[config.mk]
export PLATFORM = sky130hd
export DESIGN_NAME = ttled_top
export DESIGN_NICKNAME = d
export VERILOG_FILES = /design/src/ttled_cond_eval.v /design/src/ttled_top.v
export VERILOG_INCLUDE_DIRS = /design/src
export SDC_FILE = /design/constraint.sdc
export NUM_CORES = 1
export LEC_CHECK = 0
export ABC_CLOCK_PERIOD_IN_PS = 1600
export BUFFER_PORTS_ARGS = -buffer_cell sky130_fd_sc_hd__buf_2
export CORE_AREA = 2 2 248 250
export DETAILED_ROUTE_END_ITERATION = 12
export DIE_AREA = 0 0 250 252
export GPL_ROUTABILITY_DRIVEN = 0
export PLACE_DENSITY_LB_ADDON = 0.2
export SLEW_MARGIN = 30
export SYNTH_ARGS = -nofsm -noshare
export SYNTH_HDL_FRONTEND = slang
export SYNTH_HIERARCHICAL = 1
export SYNTH_SLANG_ARGS = --single-unit
export TNS_END_PERCENT = 100
[constraint.sdc]
create_clock -name mclk -period 1.6 [get_ports mclk]
set_input_delay 0.32 -clock mclk [delete_from_list [all_inputs] [get_ports mclk]]
set_output_delay 0.32 -clock mclk [all_outputs]
set_load 0.01 [all_outputs]
[src/ttled_consts.vh]
// constants for the trip target led logic
`ifndef TTLED_CONSTS_VH
`define TTLED_CONSTS_VH
`define TTLED_NUM_LEDS      12
`define TTLED_NUM_BITS      16
`define TTLED_IDX_W         4
`define TTLED_MODE_STATUS   1'b0
`define TTLED_MODE_TARGET   1'b1
`define TTLED_ROC_N         2'h0
`define TTLED_ROC_N1        2'h1
`define TTLED_ROC_Y         2'h2
`define TTLED_ROC_Y1        2'h3
`endif

[src/ttled_cond_eval.v]
// per-led illumination condition: and terms gating an or of terms over optionally inverted logic bits
`timescale 1ns/1ps
`default_nettype none
`include "ttled_consts.vh"
module ttled_cond_eval (
  input  wire                         mclk,
  input  wire                         rst_b,
  input  wire [`TTLED_NUM_BITS-1:0]   logic_bits,
  input  wire [`TTLED_NUM_BITS-1:0]   term_use,
  input  wire [`TTLED_NUM_BITS-1:0]   term_inv,
  input  wire [`TTLED_NUM_BITS-1:0]   term_and,
  output reg                          cond_q
);
  reg [`TTLED_NUM_BITS-1:0] lit;
  reg                       or_v;
  reg                       and_v;
  reg                       any_v;
  integer i;
  always @* begin
    lit   = logic_bits ^ term_inv;
    or_v  = 1'b0;
    and_v = 1'b1;
    any_v = 1'b0;
    for (i = 0; i < `TTLED_NUM_BITS; i = i + 1) begin
      if (term_use[i] && !term_and[i]) begin
        or_v = or_v | lit[i];
      end
      if (term_use[i] && term_and[i]) begin
        and_v = and_v & lit[i];
        any_v = 1'b1;
      end
    end
  end
  // and group gates or group; empty or group with and terms means and alone
  always @(posedge mclk) begin
    if (!rst_b) begin
      cond_q <= 1'b0;
    end else begin
      cond_q <= any_v ? (and_v & (or_v | ~|(term_use & ~term_and))) : or_v;
    end
  end
endmodule
`default_nettype wire

[src/ttled_top.v]
// front-panel programmable status and trip target led logic
`timescale 1ns/1ps
`default_nettype none
`include "ttled_consts.vh"
module ttled_top (
  input  wire                                         mclk,
  input  wire                                         rst_b,
  input  wire [`TTLED_NUM_BITS-1:0]                   logic_bits,
  input  wire [`TTLED_NUM_LEDS*`TTLED_NUM_BITS-1:0]   term_use,
  input  wire [`TTLED_NUM_LEDS*`TTLED_NUM_BITS-1:0]   term_inv,
  input  wire [`TTLED_NUM_LEDS*`TTLED_NUM_BITS-1:0]   term_and,
  input  wire [`TTLED_NUM_LEDS-1:0]                   led_latch_mode_select,
  input  wire [1:0]                                   reset_on_close_sel,
  input  wire                                         trip_in,
  input  wire                                         target_reset_pb,
  input  wire                                         close_in,
  input  wire                                         control_enabled_in,
  input  wire [2:0]                                   phase_fault_in,
  output reg  [`TTLED_NUM_LEDS-1:0]                   led_out_q,
  output reg                                          control_enabled_led_q,
  output reg  [2:0]                                   phase_target_led_q
);
  //////////////////////////////////////////////////////////////////////////////
  // edge detection shared by the three event pins
  function is_rise;
    input now_v;
    input was_v;
    begin
      is_rise = now_v & ~was_v;
    end
  endfunction

  //////////////////////////////////////////////////////////////////////////////
  // trip pin synchroniser and edge detector
  // a trip held high across reset release counts as a fresh edge
  reg [1:0] trip_s_q;
  reg       trip_prev_q;
  wire      trip_rise;
  always @(posedge mclk) begin
    if (!rst_b) begin
      trip_s_q    <= 2'h0;
      trip_prev_q <= 1'b0;
    end else begin
      trip_s_q    <= {trip_s_q[0], trip_in};
      trip_prev_q <= trip_s_q[1];
    end
  end
  assign trip_rise = is_rise(trip_s_q[1], trip_prev_q);

  //////////////////////////////////////////////////////////////////////////////
  // target reset pushbutton synchroniser and edge detector
  reg [1:0] pb_s_q;
  reg       pb_prev_q;
  wire      pb_rise;
  always @(posedge mclk) begin
    if (!rst_b) begin
      pb_s_q    <= 2'h0;
      pb_prev_q <= 1'b0;
    end else begin
      pb_s_q    <= {pb_s_q[0], target_reset_pb};
      pb_prev_q <= pb_s_q[1];
    end
  end
  assign pb_rise = is_rise(pb_s_q[1], pb_prev_q);

  //////////////////////////////////////////////////////////////////////////////
  // close pin synchroniser and edge detector
  reg [1:0] cls_s_q;
  reg       cls_prev_q;
  wire      cls_rise;
  always @(posedge mclk) begin
    if (!rst_b) begin
      cls_s_q    <= 2'h0;
      cls_prev_q <= 1'b0;
    end else begin
      cls_s_q    <= {cls_s_q[0], close_in};
      cls_prev_q <= cls_s_q[1];
    end
  end
  assign cls_rise = is_rise(cls_s_q[1], cls_prev_q);

  //////////////////////////////////////////////////////////////////////////////
  // logic bit synchroniser
  // same two-flop depth as the event pins
  reg [`TTLED_NUM_BITS-1:0] bits_s1_q;
  reg [`TTLED_NUM_BITS-1:0] bits_s2_q;
  always @(posedge mclk) begin
    if (!rst_b) begin
      bits_s1_q <= {`TTLED_NUM_BITS{1'b0}};
      bits_s2_q <= {`TTLED_NUM_BITS{1'b0}};
    end else begin
      bits_s1_q <= logic_bits;
      bits_s2_q <= bits_s1_q;
    end
  end

  //////////////////////////////////////////////////////////////////////////////
  // event alignment
  // edges wait one cycle so they line up with the registered conditions
  reg trip_rise_q;
  reg pb_rise_q;
  reg cls_rise_q;
  always @(posedge mclk) begin
    if (!rst_b) begin
      trip_rise_q <= 1'b0;
      pb_rise_q   <= 1'b0;
      cls_rise_q  <= 1'b0;
    end else begin
      trip_rise_q <= trip_rise;
      pb_rise_q   <= pb_rise;
      cls_rise_q  <= cls_rise;
    end
  end

  //////////////////////////////////////////////////////////////////////////////
  // condition evaluation, one per programmable led
  // each evaluator registers its result once
  wire [`TTLED_NUM_LEDS-1:0] cond;
  genvar g;
  generate
    for (g = 0; g < `TTLED_NUM_LEDS; g = g + 1) begin : g_led
      ttled_cond_eval u_cond (
        .mclk       (mclk),
        .rst_b      (rst_b),
        .logic_bits (bits_s2_q),
        .term_use   (term_use[g*`TTLED_NUM_BITS +: `TTLED_NUM_BITS]),
        .term_inv   (term_inv[g*`TTLED_NUM_BITS +: `TTLED_NUM_BITS]),
        .term_and   (term_and[g*`TTLED_NUM_BITS +: `TTLED_NUM_BITS]),
        .cond_q     (cond[g])
      );
    end
  endgenerate

  //////////////////////////////////////////////////////////////////////////////
  // event decode
  function roc_clears;
    input [1:0] sel;
    begin
      roc_clears = (sel == `TTLED_ROC_Y) || (sel == `TTLED_ROC_Y1);
    end
  endfunction

  wire close_clear;
  wire evt_sample;
  wire evt_clear;
  // trip wins over the pushbutton and over close; the pushbutton and close clear alike
  // close clears only for reset-on-close y or y1
  assign close_clear = cls_rise_q & roc_clears(reset_on_close_sel);
  assign evt_sample  = trip_rise_q;
  assign evt_clear   = ~trip_rise_q & (pb_rise_q | close_clear);

  //////////////////////////////////////////////////////////////////////////////
  // trip target latch
  // a trip re-evaluates every led, so a lit led may go dark
  reg [`TTLED_NUM_LEDS-1:0] latch_q;
  reg [`TTLED_NUM_LEDS-1:0] latch_d;
  always @* begin
    if (evt_sample) begin
      latch_d = cond;
    end else if (evt_clear) begin
      latch_d = {`TTLED_NUM_LEDS{1'b0}};
    end else begin
      latch_d = latch_q;
    end
  end
  always @(posedge mclk) begin
    if (!rst_b) begin
      latch_q <= {`TTLED_NUM_LEDS{1'b0}};
    end else begin
      latch_q <= latch_d;
    end
  end

  //////////////////////////////////////////////////////////////////////////////
  // programmable led outputs
  // a mode change shows at the next edge; latch state is kept meanwhile
  function led_pick;
    input mode_v;
    input cond_v;
    input latch_v;
    begin
      led_pick = (mode_v == `TTLED_MODE_STATUS) ? cond_v : latch_v;
    end
  endfunction

  integer k;
  always @(posedge mclk) begin
    if (!rst_b) begin
      led_out_q <= {`TTLED_NUM_LEDS{1'b0}};
    end else begin
      for (k = 0; k < `TTLED_NUM_LEDS; k = k + 1) begin
        led_out_q[k] <= led_pick(led_latch_mode_select[k], cond[k], latch_d[k]);
      end
    end
  end

  //////////////////////////////////////////////////////////////////////////////
  // fixed control-enabled led
  always @(posedge mclk) begin
    if (!rst_b) begin
      control_enabled_led_q <= 1'b0;
    end else begin
      control_enabled_led_q <= control_enabled_in;
    end
  end

  //////////////////////////////////////////////////////////////////////////////
  // fixed phase fault-type leds
  always @(posedge mclk) begin
    if (!rst_b) begin
      phase_target_led_q <= 3'h0;
    end else begin
      phase_target_led_q <= phase_fault_in;
    end
  end
endmodule
`default_nettype wire

# Word level (Yosys, flattened, before mapping)
# Index checks and enable logic that the tools add are counted.
# word_totals
register_bits	84
latchBits	0
mem_bits_rw	0
rom_bits	0
inputBits	615
out_inout_bits	16
elab_cells	1662
mem_count	0
# op_classes
addsub	0
n_mul	0
n_div	0
n_lt_le_gt_ge	0
eq_ne	2
n_shift	0
mux	602
n_bitwise	430
reduce_logical	601
# op_table
op	count
$mux W1	600
$logic_and A1 B1 Y1	384
$logic_not A1 Y1	204
$and A1 B1 Y1	197
$or A1 B1 Y1	193
$and A16 B16 Y16	12
$not A16 Y16	12
$reduce_or A16 Y1	12
$xor A16 B16 Y16	12
$mux W12	2
$eq A2 B2 Y1 const B	2
$not A1 Y1	4
$logic_or A1 B1 Y1	1

# Logic depth before layout (Yosys ltp)
# Gate-level depths: netlist (run 1).
# logic_depth
depth_word	36
mapped_depth	5
ltp_nobuf	5

# Cells and area by module
# Netlist (run 1), hierarchy kept.
# by_module_without_submodules
module	n_inst	cells_per_inst	area_per_inst_um2	seq_area_each_um2
ttled_cond_eval	12	87	598.1	20.0
ttled_top	1	182	2149.6	1441.4

# Least setup slack after synthesis (run 1)
# No wires, ideal clock.
# synth_path
path_type	register to register
from	register bits_s2_q[4]
to	register g_led[0].u_cond.cond_q
t_arrival_ns	1.508
t_required_ns	1.482
setup_slack_ns	-0.025
stages_incl_launch_ff	6
path_buffers	0
period_less_slack_ns	1.625
cell_sequence	dfxtp_1 xnor2_1 o22ai_1 nor4_1 nand3_1 o2111a_1
# synth_between
elab_chain_len	28
word_cells_on_any_way	52
# synth_lines
item	line_no	text
from (decl)	ttled_top.v:86	reg [`TTLED_NUM_BITS-1:0] bits_s2_q;
from (signal assigned)	ttled_top.v:90	bits_s2_q <= {`TTLED_NUM_BITS{1'b0}};
from (signal assigned)	ttled_top.v:93	bits_s2_q <= bits_s1_q;
$xor A16 B16 Y16 (*)	ttled_cond_eval.v:20	lit = logic_bits ^ term_inv;
$or A1 B1 Y1	ttled_cond_eval.v:26	or_v = or_v | lit[i];
$mux W1	ttled_cond_eval.v:25	if (term_use[i] && !term_and[i]) begin
$or A1 B1 Y1	ttled_cond_eval.v:26	
$mux W1	ttled_cond_eval.v:25	
$or A1 B1 Y1	ttled_cond_eval.v:26	
$mux W1	ttled_cond_eval.v:25	
$or A1 B1 Y1	ttled_cond_eval.v:26	
[12 not listed]	n/a	
$mux W1	ttled_cond_eval.v:25	
$or A1 B1 Y1	ttled_cond_eval.v:26	
$mux W1	ttled_cond_eval.v:25	
$or A1 B1 Y1	ttled_cond_eval.v:26	
$mux W1	ttled_cond_eval.v:25	
$or A1 B1 Y1	ttled_cond_eval.v:39	cond_q <= any_v ? (and_v & (or_v | ~|(term_use & ~term_and))) : or_v;
$and A1 B1 Y1	ttled_cond_eval.v:39	
$mux W1 (*)	ttled_cond_eval.v:39	
to (signal assigned)	ttled_cond_eval.v:39	
to (decl)	ttled_cond_eval.v:12	output reg cond_q
# Every way passes the cells marked *; elsewhere a longest branch is shown, timed or not.
# A chain may end at the register's enable or synchronous reset.

# Worst setup path in the final report (run 1)
# layout_path
from	register bits_s2_q[4]
to	register g_led[2].u_cond.cond_q
# layout_between
elab_chain_len	28
word_cells_on_any_way	52
# layout_lines
item	line_no
$xor A16 B16 Y16 (*)	ttled_cond_eval.v:20
$or A1 B1 Y1	ttled_cond_eval.v:26
$mux W1	ttled_cond_eval.v:25
$or A1 B1 Y1	ttled_cond_eval.v:26
$mux W1	ttled_cond_eval.v:25
$or A1 B1 Y1	ttled_cond_eval.v:26
$mux W1	ttled_cond_eval.v:25
$or A1 B1 Y1	ttled_cond_eval.v:26
[12 not listed]	n/a
$mux W1	ttled_cond_eval.v:25
$or A1 B1 Y1	ttled_cond_eval.v:26
$mux W1	ttled_cond_eval.v:25
$or A1 B1 Y1	ttled_cond_eval.v:26
$mux W1	ttled_cond_eval.v:25
$or A1 B1 Y1	ttled_cond_eval.v:39
$and A1 B1 Y1	ttled_cond_eval.v:39
$mux W1 (*)	ttled_cond_eval.v:39
to (signal assigned)	ttled_cond_eval.v:39
to (decl)	ttled_cond_eval.v:12
# Marked as above.

==> results of run 1 <==
power groups by stage:
stage | logic (µW) | clock network (µW) | registers, µW
global placement | 3520 | 0 | 2300
global route | 4200 | 2490 | 2250
CTS | 3710 | 2440 | 2240
detailed placement | 3520 | 0 | 2300
finish | 3910 | 2270 | 2230
floorplan | 1460 | 0 | 2310
routing by layer:
layer  wire, µm  vias to the layer above  GRT usage [%]
met2      33500                      671           37.2
met5         73                        -              0
li1           -                     6201              -
met1      25600                     6305           22.5
met4       2570                       12           7.44
met3       4490                      123           4.67
worst paths after layout:
check / from / endpoint / slack, ns / depth (start not counted)
worst max-delay path: bits_s2_q[4] / g_led[2].u_cond/cond_q / -0.07 / 6
worst max register to register: bits_s2_q[4] / g_led[2].u_cond/cond_q / -0.07 / 6
worst min-delay path: phase_fault_in[2] / phase_target_led_q[2] / 0.15 / 2
worst min register to register: cls_prev_q / cls_rise_q / 0.38 / 1
worst register-to-register path, cell delays in order, from the launching register on:
cell	delay, ns
sky130_fd_sc_hd__dfxtp_4	0.37
sky130_fd_sc_hd__buf_12	0.16
sky130_fd_sc_hd__xnor2_4	0.23
sky130_fd_sc_hd__o22ai_2	0.11
sky130_fd_sc_hd__nor4_2	0.33
sky130_fd_sc_hd__nand3_1	0.12
sky130_fd_sc_hd__o2111a_1	0.24
kinds of logic (layout without fill, tap and decap cells):
kind of cell	Yosys count	after routing	synth area share, %
and+or+nand+nor	649	649	41.1
AOI/OAI and AO/OA	241	241	20.3
xor gates and xnor gates	192	192	18.0
DFF	84	84	18.0
buffers and inverters	60	794	2.59
other	0	14	0
area by class of cell:
type	instances	area [µm²]	share of cell area [%]
sequential	84	1730	10.8
timing repair buffer	728	4330	27.0
antenna	14	35.0	0.219
clock inverter	7	78.8	0.492
inverter	50	188	1.17
multi-input combinational	1082	8460	52.8
clock buffer	9	225	1.41
tap	782	978	6.10
placed cells by master, fill, tap and decap left out, drive strengths merged, types with 36 or more instances in the layout:
| master | count |
|---|---|
| nand3 | 216 |
| and2 | 45 |
| nand2b | 120 |
| buf | 728 |
| inv | 53 |
| nor3 | 48 |
| nand4 | 84 |
| a22oi | 96 |
| o22ai | 72 |
| xnor2 | 192 |
| dfxtp | 84 |
| nor4 | 36 |
timing repair:
| action | 4_1_cts | 5_1_grt |
|---|---|---|
| endpoints found under the setup margin | 12 | 12 |
| endpoints found under the hold margin | 0 | 0 |
| buffers inserted | 3 | 6 |
| resized for setup | 85 | 75 |
| hold buffers | 0 | 0 |
| pin swaps | 32 | 35 |
registers in the layout (all words and copies together), names as in the netlist:
signal and cells:
led_out_q 12, pb_rise_q 1, pb_s_q 2, latch_q 12, bits_s1_q 16, pb_prev_q 1, cls_rise_q 1, phase_target_led_q 3
cls_prev_q 1, evt_sample 1, trip_s_q 2, trip_prev_q 1, g_led.u_cond/cond_q 12, control_enabled_led_q 1, cls_s_q 2, bits_s2_q 16
stage by stage:
stage | area (µm²) | std cells | setup TNS (ns) | hold slack [ns] | total power [µW]
6_report | 16000 | 2756 | -0.317 | 0.149 | 8420
5_1_grt | 16000 | 2754 | -1.11 | 0.125 | 8930
4_1_cts | 15400 | 2736 | -0.319 | 0.116 | 8400
3_5_place_dp | 14500 | 2717 | -1.93 | 0.372 | 5820
3_3_place_gp | 14500 | 2717 | -2.93 | 0.371 | 5820
2_1_floorplan | 9330 | 1226 | 0 | 0.367 | 3760
==> results.md, run 1 <==
STA:
- The worst relative slew slack is 57.4%.
- In the finished design, the share of the clock period the worst path needs comes to 105%.
- At the pin with the least slew margin, the transition time is between 0.6 and 0.7 ns.
- The clock skew after layout is approximately 0.016 ns.
- The worst path setup slack after routing is -0.0722 ns.
- The maximum frequency from static timing analysis is 598 MHz.
- The number of endpoints failing setup at the final stage is 8.
- The final critical delay including setup and external delays is 1.67 ns.
- The count of endpoints failing hold in the final timing report is 0.
- Setup repair after global routing could not meet its margin everywhere.
- The max-slew violation total from the final report was 0.

Power and ir drop:
- The share of total power dissipated in sequential elements is a little over a quarter.
- The switching power is 3250 µW.
- The combinational group share of total power is 46.5%.
- In this run the static leakage power is between 0.006 and 0.007 µW.
- IR analysis of the VDD net gives a maximum drop of 0.395 mV.
- The clock share of power is 27.0%.
- In this run switching power makes up 38.6% of total power.
- The internal portion of total power is slightly above 5000 µW.
- Dividing total power by cell area gives a power density of roughly 530 nW/µm².

Placement:
- The count of input and output buffers is 629.
- Before CTS, the worst setup slack after placement is -0.235 ns.
- Detailed placement ended at an HPWL of 56600 µm.

Critical path:
- The endpoint kind of the worst setup timing path is a flop.
- Grouping stages by cell kind, the critical path spends the most delay in simple AND/OR/NAND/NOR gates.
- The cell with the largest stage delay on the worst path is sky130_fd_sc_hd__dfxtp_4.
- The required time reported for the critical path endpoint is 1.86 ns.
- The critical setup path kind is reg -> reg.
- STA classifies the critical path startpoint as a flop.
- Together, buffers and inverters on the worst path number 1.
- The data arrival time of the critical path is 1.94 ns.
- Along the worst path, the maximum fanout reaches 7.
- Traced cell by cell, the critical path runs through buf_12, xnor2_4, o22ai_2, nor4_2, nand3_1, o2111a_1.
- The worst stage delay on the critical path is about 0.37 ns.

Yosys:
- sky130_fd_sc_hd__nand3_1 is the most common cell in the netlist.
- The post-synthesis cell area is between 9000 and 10000 µm².
- The most area-hungry cell type in the Yosys netlist is sky130_fd_sc_hd__dfxtp_1.
- Of the synthesized area, sequential elements account for 18.0%.
- Counting instances in the post-synthesis netlist gives the leading cell types as sky130_fd_sc_hd__nand3_1 (216), sky130_fd_sc_hd__xnor2_1 (192), sky130_fd_sc_hd__a22oi_1 (96), sky130_fd_sc_hd__nand2b_1 (96).
- For this run, asynchronously set or reset flops after synthesis account for 0%.
- A synthesized cell averages 7.61 µm².
- The number of nets in the synthesized netlist is 1841.
- The synthesized design devotes to its leading area cell type 18.0% of total area.
- Counting flops with a built-in enable in the synthesized netlist gives 0.
- Yosys printed 6 warnings.
- The cell count after synthesis came out at approximately 1200.
- The count of cell types in the netlist is 30.
- Among all flip-flop cells after synthesis, the most frequent one is sky130_fd_sc_hd__dfxtp_1.
- By area the synthesized netlist is led by sky130_fd_sc_hd__dfxtp_1 (18%), sky130_fd_sc_hd__xnor2_1 (18%), sky130_fd_sc_hd__nand3_1 (12%).
- Counting flops and latches in the post-synthesis netlist gives 84.

Floorplan:
- The width of the die is between 200 and 300 µm.
- The initial utilization of the core area, before any placement, comes to between 15 and 20%.
- From bottom edge to top edge, the die measures 252 µm.
- The die covers 63000 µm².
- In this run the core area contains 90 standard-cell rows.
- During I/O placement, the number of pins put on the boundary was between 600 and 700.
- The core area is around 60000 µm².

GRT:
- After global routing the overflow that remains totals 0.
- The total track usage is 20.2%.
- The number of antenna violations at the first check in global routing is 31.
- The first global-routing pass estimated 92400 µm of wire.
- Entering global routing, the biggest net connects 70 pins.
- The via count of the first global-routing pass came to 13647.

Route:
- The post-detailed-routing wire length is 66200 µm.
- Dividing the detail-routed via count by the number of cells gives 4.83.
- The total via count in the routed design is 13312.
- The first detailed-routing pass ran for 6 iterations.
- In this run the remaining antenna-violating nets after routing total 0.
- In this run, the number of DRC markers left after iteration 0 of detailed routing was just over 900.
- In the final routed layout, each cell accounts on average for 24.0 µm.
- The number of remaining DRC errors is 0.

Final layout:
- The area growth from synthesis to layout is 71.9%.
- The final cell utilization of the core is 26.7%.
- The ratio of cells with drive above 1 in the final layout is 49.0%.
- The layout net count is 2570.
- The number of fillers in the final layout is between 6000 and 7000.

Status:
- The final reports fail on negative setup slack.
- The run finished, with violations left.

CTS:
- The maximum number of buffers from clock root to sink is 2.
- In this run the clock root is driven by a sky130_fd_sc_hd__clkbuf_16.
- In this run, CTS created clock tree buffers numbering 9.
- TritonCTS built the clock tree.
- The clock reaches the later pin of the worst-skew pair after 0.38 ns.
- The post-CTS clock slew at the launch and capture registers of the worst setup and hold paths is 0.09 ns.
- The clock tree synthesis step divided the H-tree into 3 levels.
- For this design, the sink count on the clock tree is 84.

Run:
- Max-cap violations in this run came to 0.

Worst hold path:
- The worst hold path belongs to the class in -> reg.
Power figures use the tool's default switching activity.
==> run 2, diff against run 1 <==
--- a/config.mk
+++ b/config.mk
@@ -12,6 +12,7 @@
 export DETAILED_ROUTE_END_ITERATION = 12
 export DIE_AREA = 0 0 250 252
 export GPL_ROUTABILITY_DRIVEN = 0
+export MAX_ROUTING_LAYER = met4
 export PLACE_DENSITY_LB_ADDON = 0.2
 export SLEW_MARGIN = 30
 export SYNTH_ARGS = -nofsm -noshare
==> results.md, run 2 (synthesis results as in run 1) <==
Critical path:
- The launching point of the worst reg2reg path is bits_s2_q[4].
- The category of the worst setup path launch point is a flop.
- The critical setup path kind is reg -> reg.
- The data arrival time of the critical path is 1.94 ns (about the same).
- The required time reported for the critical path endpoint came to 1.87 ns (about the same).
- The worst flop-to-flop path endpoint is g_led[2].u_cond/cond_q.
- The cell depth of the worst flop-to-flop path was 6 (unchanged).
- The maximum fanout along the worst path is 7 (unchanged).
- The flop-to-flop setup slack is -0.08 ns (about the same).
- The endpoint kind of the worst setup timing path is a flop.

STA:
- Setup repair after global routing could not meet its margin everywhere.
- The slew at the pin with the worst max-slew slack is 0.631 ns (-0.00750 ns).
- The worst hold slack across all endpoints is 0.153 ns (+0.00376 ns).
- The worst path setup slack after routing is -0.0787 ns (-0.00651 ns).
- The portion of the clock cycle consumed by the worst path in the final layout is 105% (+0.41 points).
- The worst relative slew slack was 57.9% (+0.50 points).
- The final critical delay including setup and external delays is 1.68 ns (+0.00651 ns).
- The clock skew after layout came to 0.0158 ns (-0.0000155 ns).
- The count of endpoints failing hold in the final timing report was 0 (unchanged).
- The number of endpoints failing setup at the final stage came to 9 (+1).
- The max-slew violation total from the final report came to 0 (unchanged).
- The maximum frequency from static timing analysis was 596 MHz (-0.39%).

Route:
- The total iterations of the first detailed-routing run is 7 (+1).
- The post-detailed-routing wire length is 66100 µm (-0.15%).
- The final routed wire length divided by cell count is 23.9 µm (-0.66%).
- The number of remaining DRC errors came to 0 (unchanged).
- The via count normalized by instance count was 4.79 (-0.80%).
- The number of nets still failing antenna checks after routing is 0 (unchanged).
- The total via count in the routed design is 13272 (-0.30%).
- The DRC marker count from the first detailed-route iteration is 1000 (+8.0%).

Final layout:
- The library cells used most frequently in the layout, excluding fill and tap cells, are sky130_fd_sc_hd__buf_2 (629), sky130_fd_sc_hd__nand3_1 (213), sky130_fd_sc_hd__xnor2_1 (101).
- The final cell utilization of the core came to 26.9% (+0.29 points).
- The most common library cell in the layout ignoring fill and taps is sky130_fd_sc_hd__buf_2.
- The layout net count was 2572 (+0.078%).
- The ratio of cells with drive above 1 in the final layout is 49.6% (+0.61 points).
- The largest registers in the layout are bits_s1_q x16, bits_s2_q x16.
- The area added between synthesis and finish is 73.7%.
- The final design area excluding fillers is 16200 µm² (+1.1%).
- The number of fillers in the final layout was 6667 (-0.40%).

Floorplan:
- The standard-cell row count is 90 (unchanged).
- The number of top-level pins is 631 (unchanged).
- The die footprint came to 63000 µm² (unchanged).
- The effective utilization at floorplan is 15.5% (unchanged).
- The width of the die is 250 µm (unchanged).
- The height of the die is 252 µm (unchanged).
- The core area is 60100 µm² (unchanged).

Power and ir drop:
- The power density over cell area is 522 nW/µm² (-0.53%).
- The total power of the final layout was 8460 µW (+0.54%).
- The leakage power total is 0.00668 µW (+0.80%).
- The highest ir drop seen on vdd was 0.391 mV (-1.0%).

Worst hold path:
- The number of instances on the worst hold path is 2 (unchanged).
- The worst hold path begins at phase_fault_in[2].
- The classification of the worst-slack hold path is in -> reg.
- The end point of the most critical hold path is phase_target_led_q[2].

Placement:
- The estimated wirelength of the detail-placed design is 56600 µm (unchanged).
- The setup slack after placement was -0.235 ns (unchanged).
- The count of input and output buffers is 629 (unchanged).
- The post-placement cell area is 14500 µm² (unchanged).

CTS:
- The number of buffers inserted during clock tree synthesis is 9 (unchanged).
- The clock root buffer is sky130_fd_sc_hd__clkbuf_16.
- The post-CTS clock slew at the launch and capture registers of the worst setup and hold paths is 0.09 ns (about the same).
- The clock sink count is 84 (unchanged).
- The worst-skew pair later-pin latency came to 0.38 ns (about the same).
- The TritonCTS clock tree is yes.
- The H-tree depth was 3 (unchanged).
- The maximum number of buffers from clock root to sink is 2 (unchanged).
- The hold-fix buffer count after cts came to 0 (unchanged).

Run:
- The max-cap check violation count is 0 (unchanged).

GRT:
- The wire length of the first global-routing pass is 92300 µm (-0.13%).
- The total congestion overflow was 0 (unchanged).
- The maximum number of pins on one net before global-route repair came to 70 (unchanged).
- The total track usage was 20.7% (+0.56 points).
- The number of antenna violations at the first check in global routing is 34 (+9.7%).
- The via count of the first global-routing pass is 13671 (+0.18%).

Status:
- The checks that failed: negative setup slack.
- The flow ran to the end, but the final reports show violations.
run 2: cell types whose count changed in the layout (fill, tap and decap cells not counted), moves of 2 or more:
cell / before / now
sky130_fd_sc_hd__xnor2_4: 17 / 20
sky130_fd_sc_hd__xnor2_2: 69 / 71
sky130_fd_sc_hd__xnor2_1: 106 / 101
sky130_fd_sc_hd__buf_6: 4 / 2
sky130_fd_sc_hd__o22ai_2: 7 / 10
sky130_fd_sc_hd__buf_8: 0 / 2
sky130_fd_sc_hd__diode_2: 14 / 26
sky130_fd_sc_hd__o22ai_1: 65 / 62
run 2: how the worst max path moves through the flow:
stage | startpoint | endpoint | slack (ns) | depth (start not counted)
CTS | bits_s2_q[4] | g_led[2].u_cond/cond_q | -0.05 | 6
finish | bits_s2_q[4] | g_led[2].u_cond/cond_q | -0.08 | 6
global route | bits_s2_q[13] | g_led[0].u_cond/cond_q | -0.12 | 6
floorplan | bits_s2_q[7] | g_led[0].u_cond/cond_q | 0.01 | 5
global placement | bits_s2_q[10] | g_led[7].u_cond/cond_q | -0.25 | 7
detailed placement | bits_s2_q[10] | g_led[10].u_cond/cond_q | -0.23 | 7
run 2: area by class of cell:
| type | count | area (µm²) | share of cell area, % |
|---|---|---|---|
| flip-flops and latches | 84 | 1730 | 10.7 |
| clock buffers | 9 | 225 | 1.39 |
| well taps | 782 | 978 | 6.04 |
| repair buffers | 730 | 4370 | 27.0 |
| inverters | 50 | 188 | 1.16 |
| clock inverters | 7 | 78.8 | 0.487 |
| diodes | 26 | 65.1 | 0.402 |
| multi-input cells | 1082 | 8570 | 52.9 |
run 2: report_power, final:
group	total, µW	switching, µW	internal (µW)
Sequential	2230	73.8	2160
Clock	2270	1160	1110
Combinational	3950	2030	1920
Total	8460	3270	5190
run 2: metrics by stage:
| step | TNS, ns | cells |
|---|---|---|
| 2_1_floorplan | 0 | 1226 |
| 3_3_place_gp | -2.93 | 2717 |
| 3_5_place_dp | -1.93 | 2717 |
| 4_1_cts | -0.319 | 2736 |
| 5_1_grt | -1.07 | 2767 |
| 6_report | -0.294 | 2770 |
run 2: timing repair:
item                                    in CTS  in global routing
hold endpoints to repair                     0                  0
pin swaps                                   32                 40
endpoints found under the setup margin      12                 12
buffers inserted                             3                  9
resized for setup                           85                 94
run 2: worst max-delay path, cell delays in order, from the launching register on:
cell                       delay [ns]
sky130_fd_sc_hd__dfxtp_4         0.37
sky130_fd_sc_hd__buf_12          0.16
sky130_fd_sc_hd__xnor2_4         0.22
sky130_fd_sc_hd__o22ai_2         0.11
sky130_fd_sc_hd__nor4_2          0.33
sky130_fd_sc_hd__nand3_1         0.12
sky130_fd_sc_hd__o2111a_1        0.24
run 2: routing by layer:
metal	global-route usage [%]	share of wire, %
met1	22.6	38
met4	7.44	3.7
met3	4.46	7.0
met2	37.2	51
met5	-	0
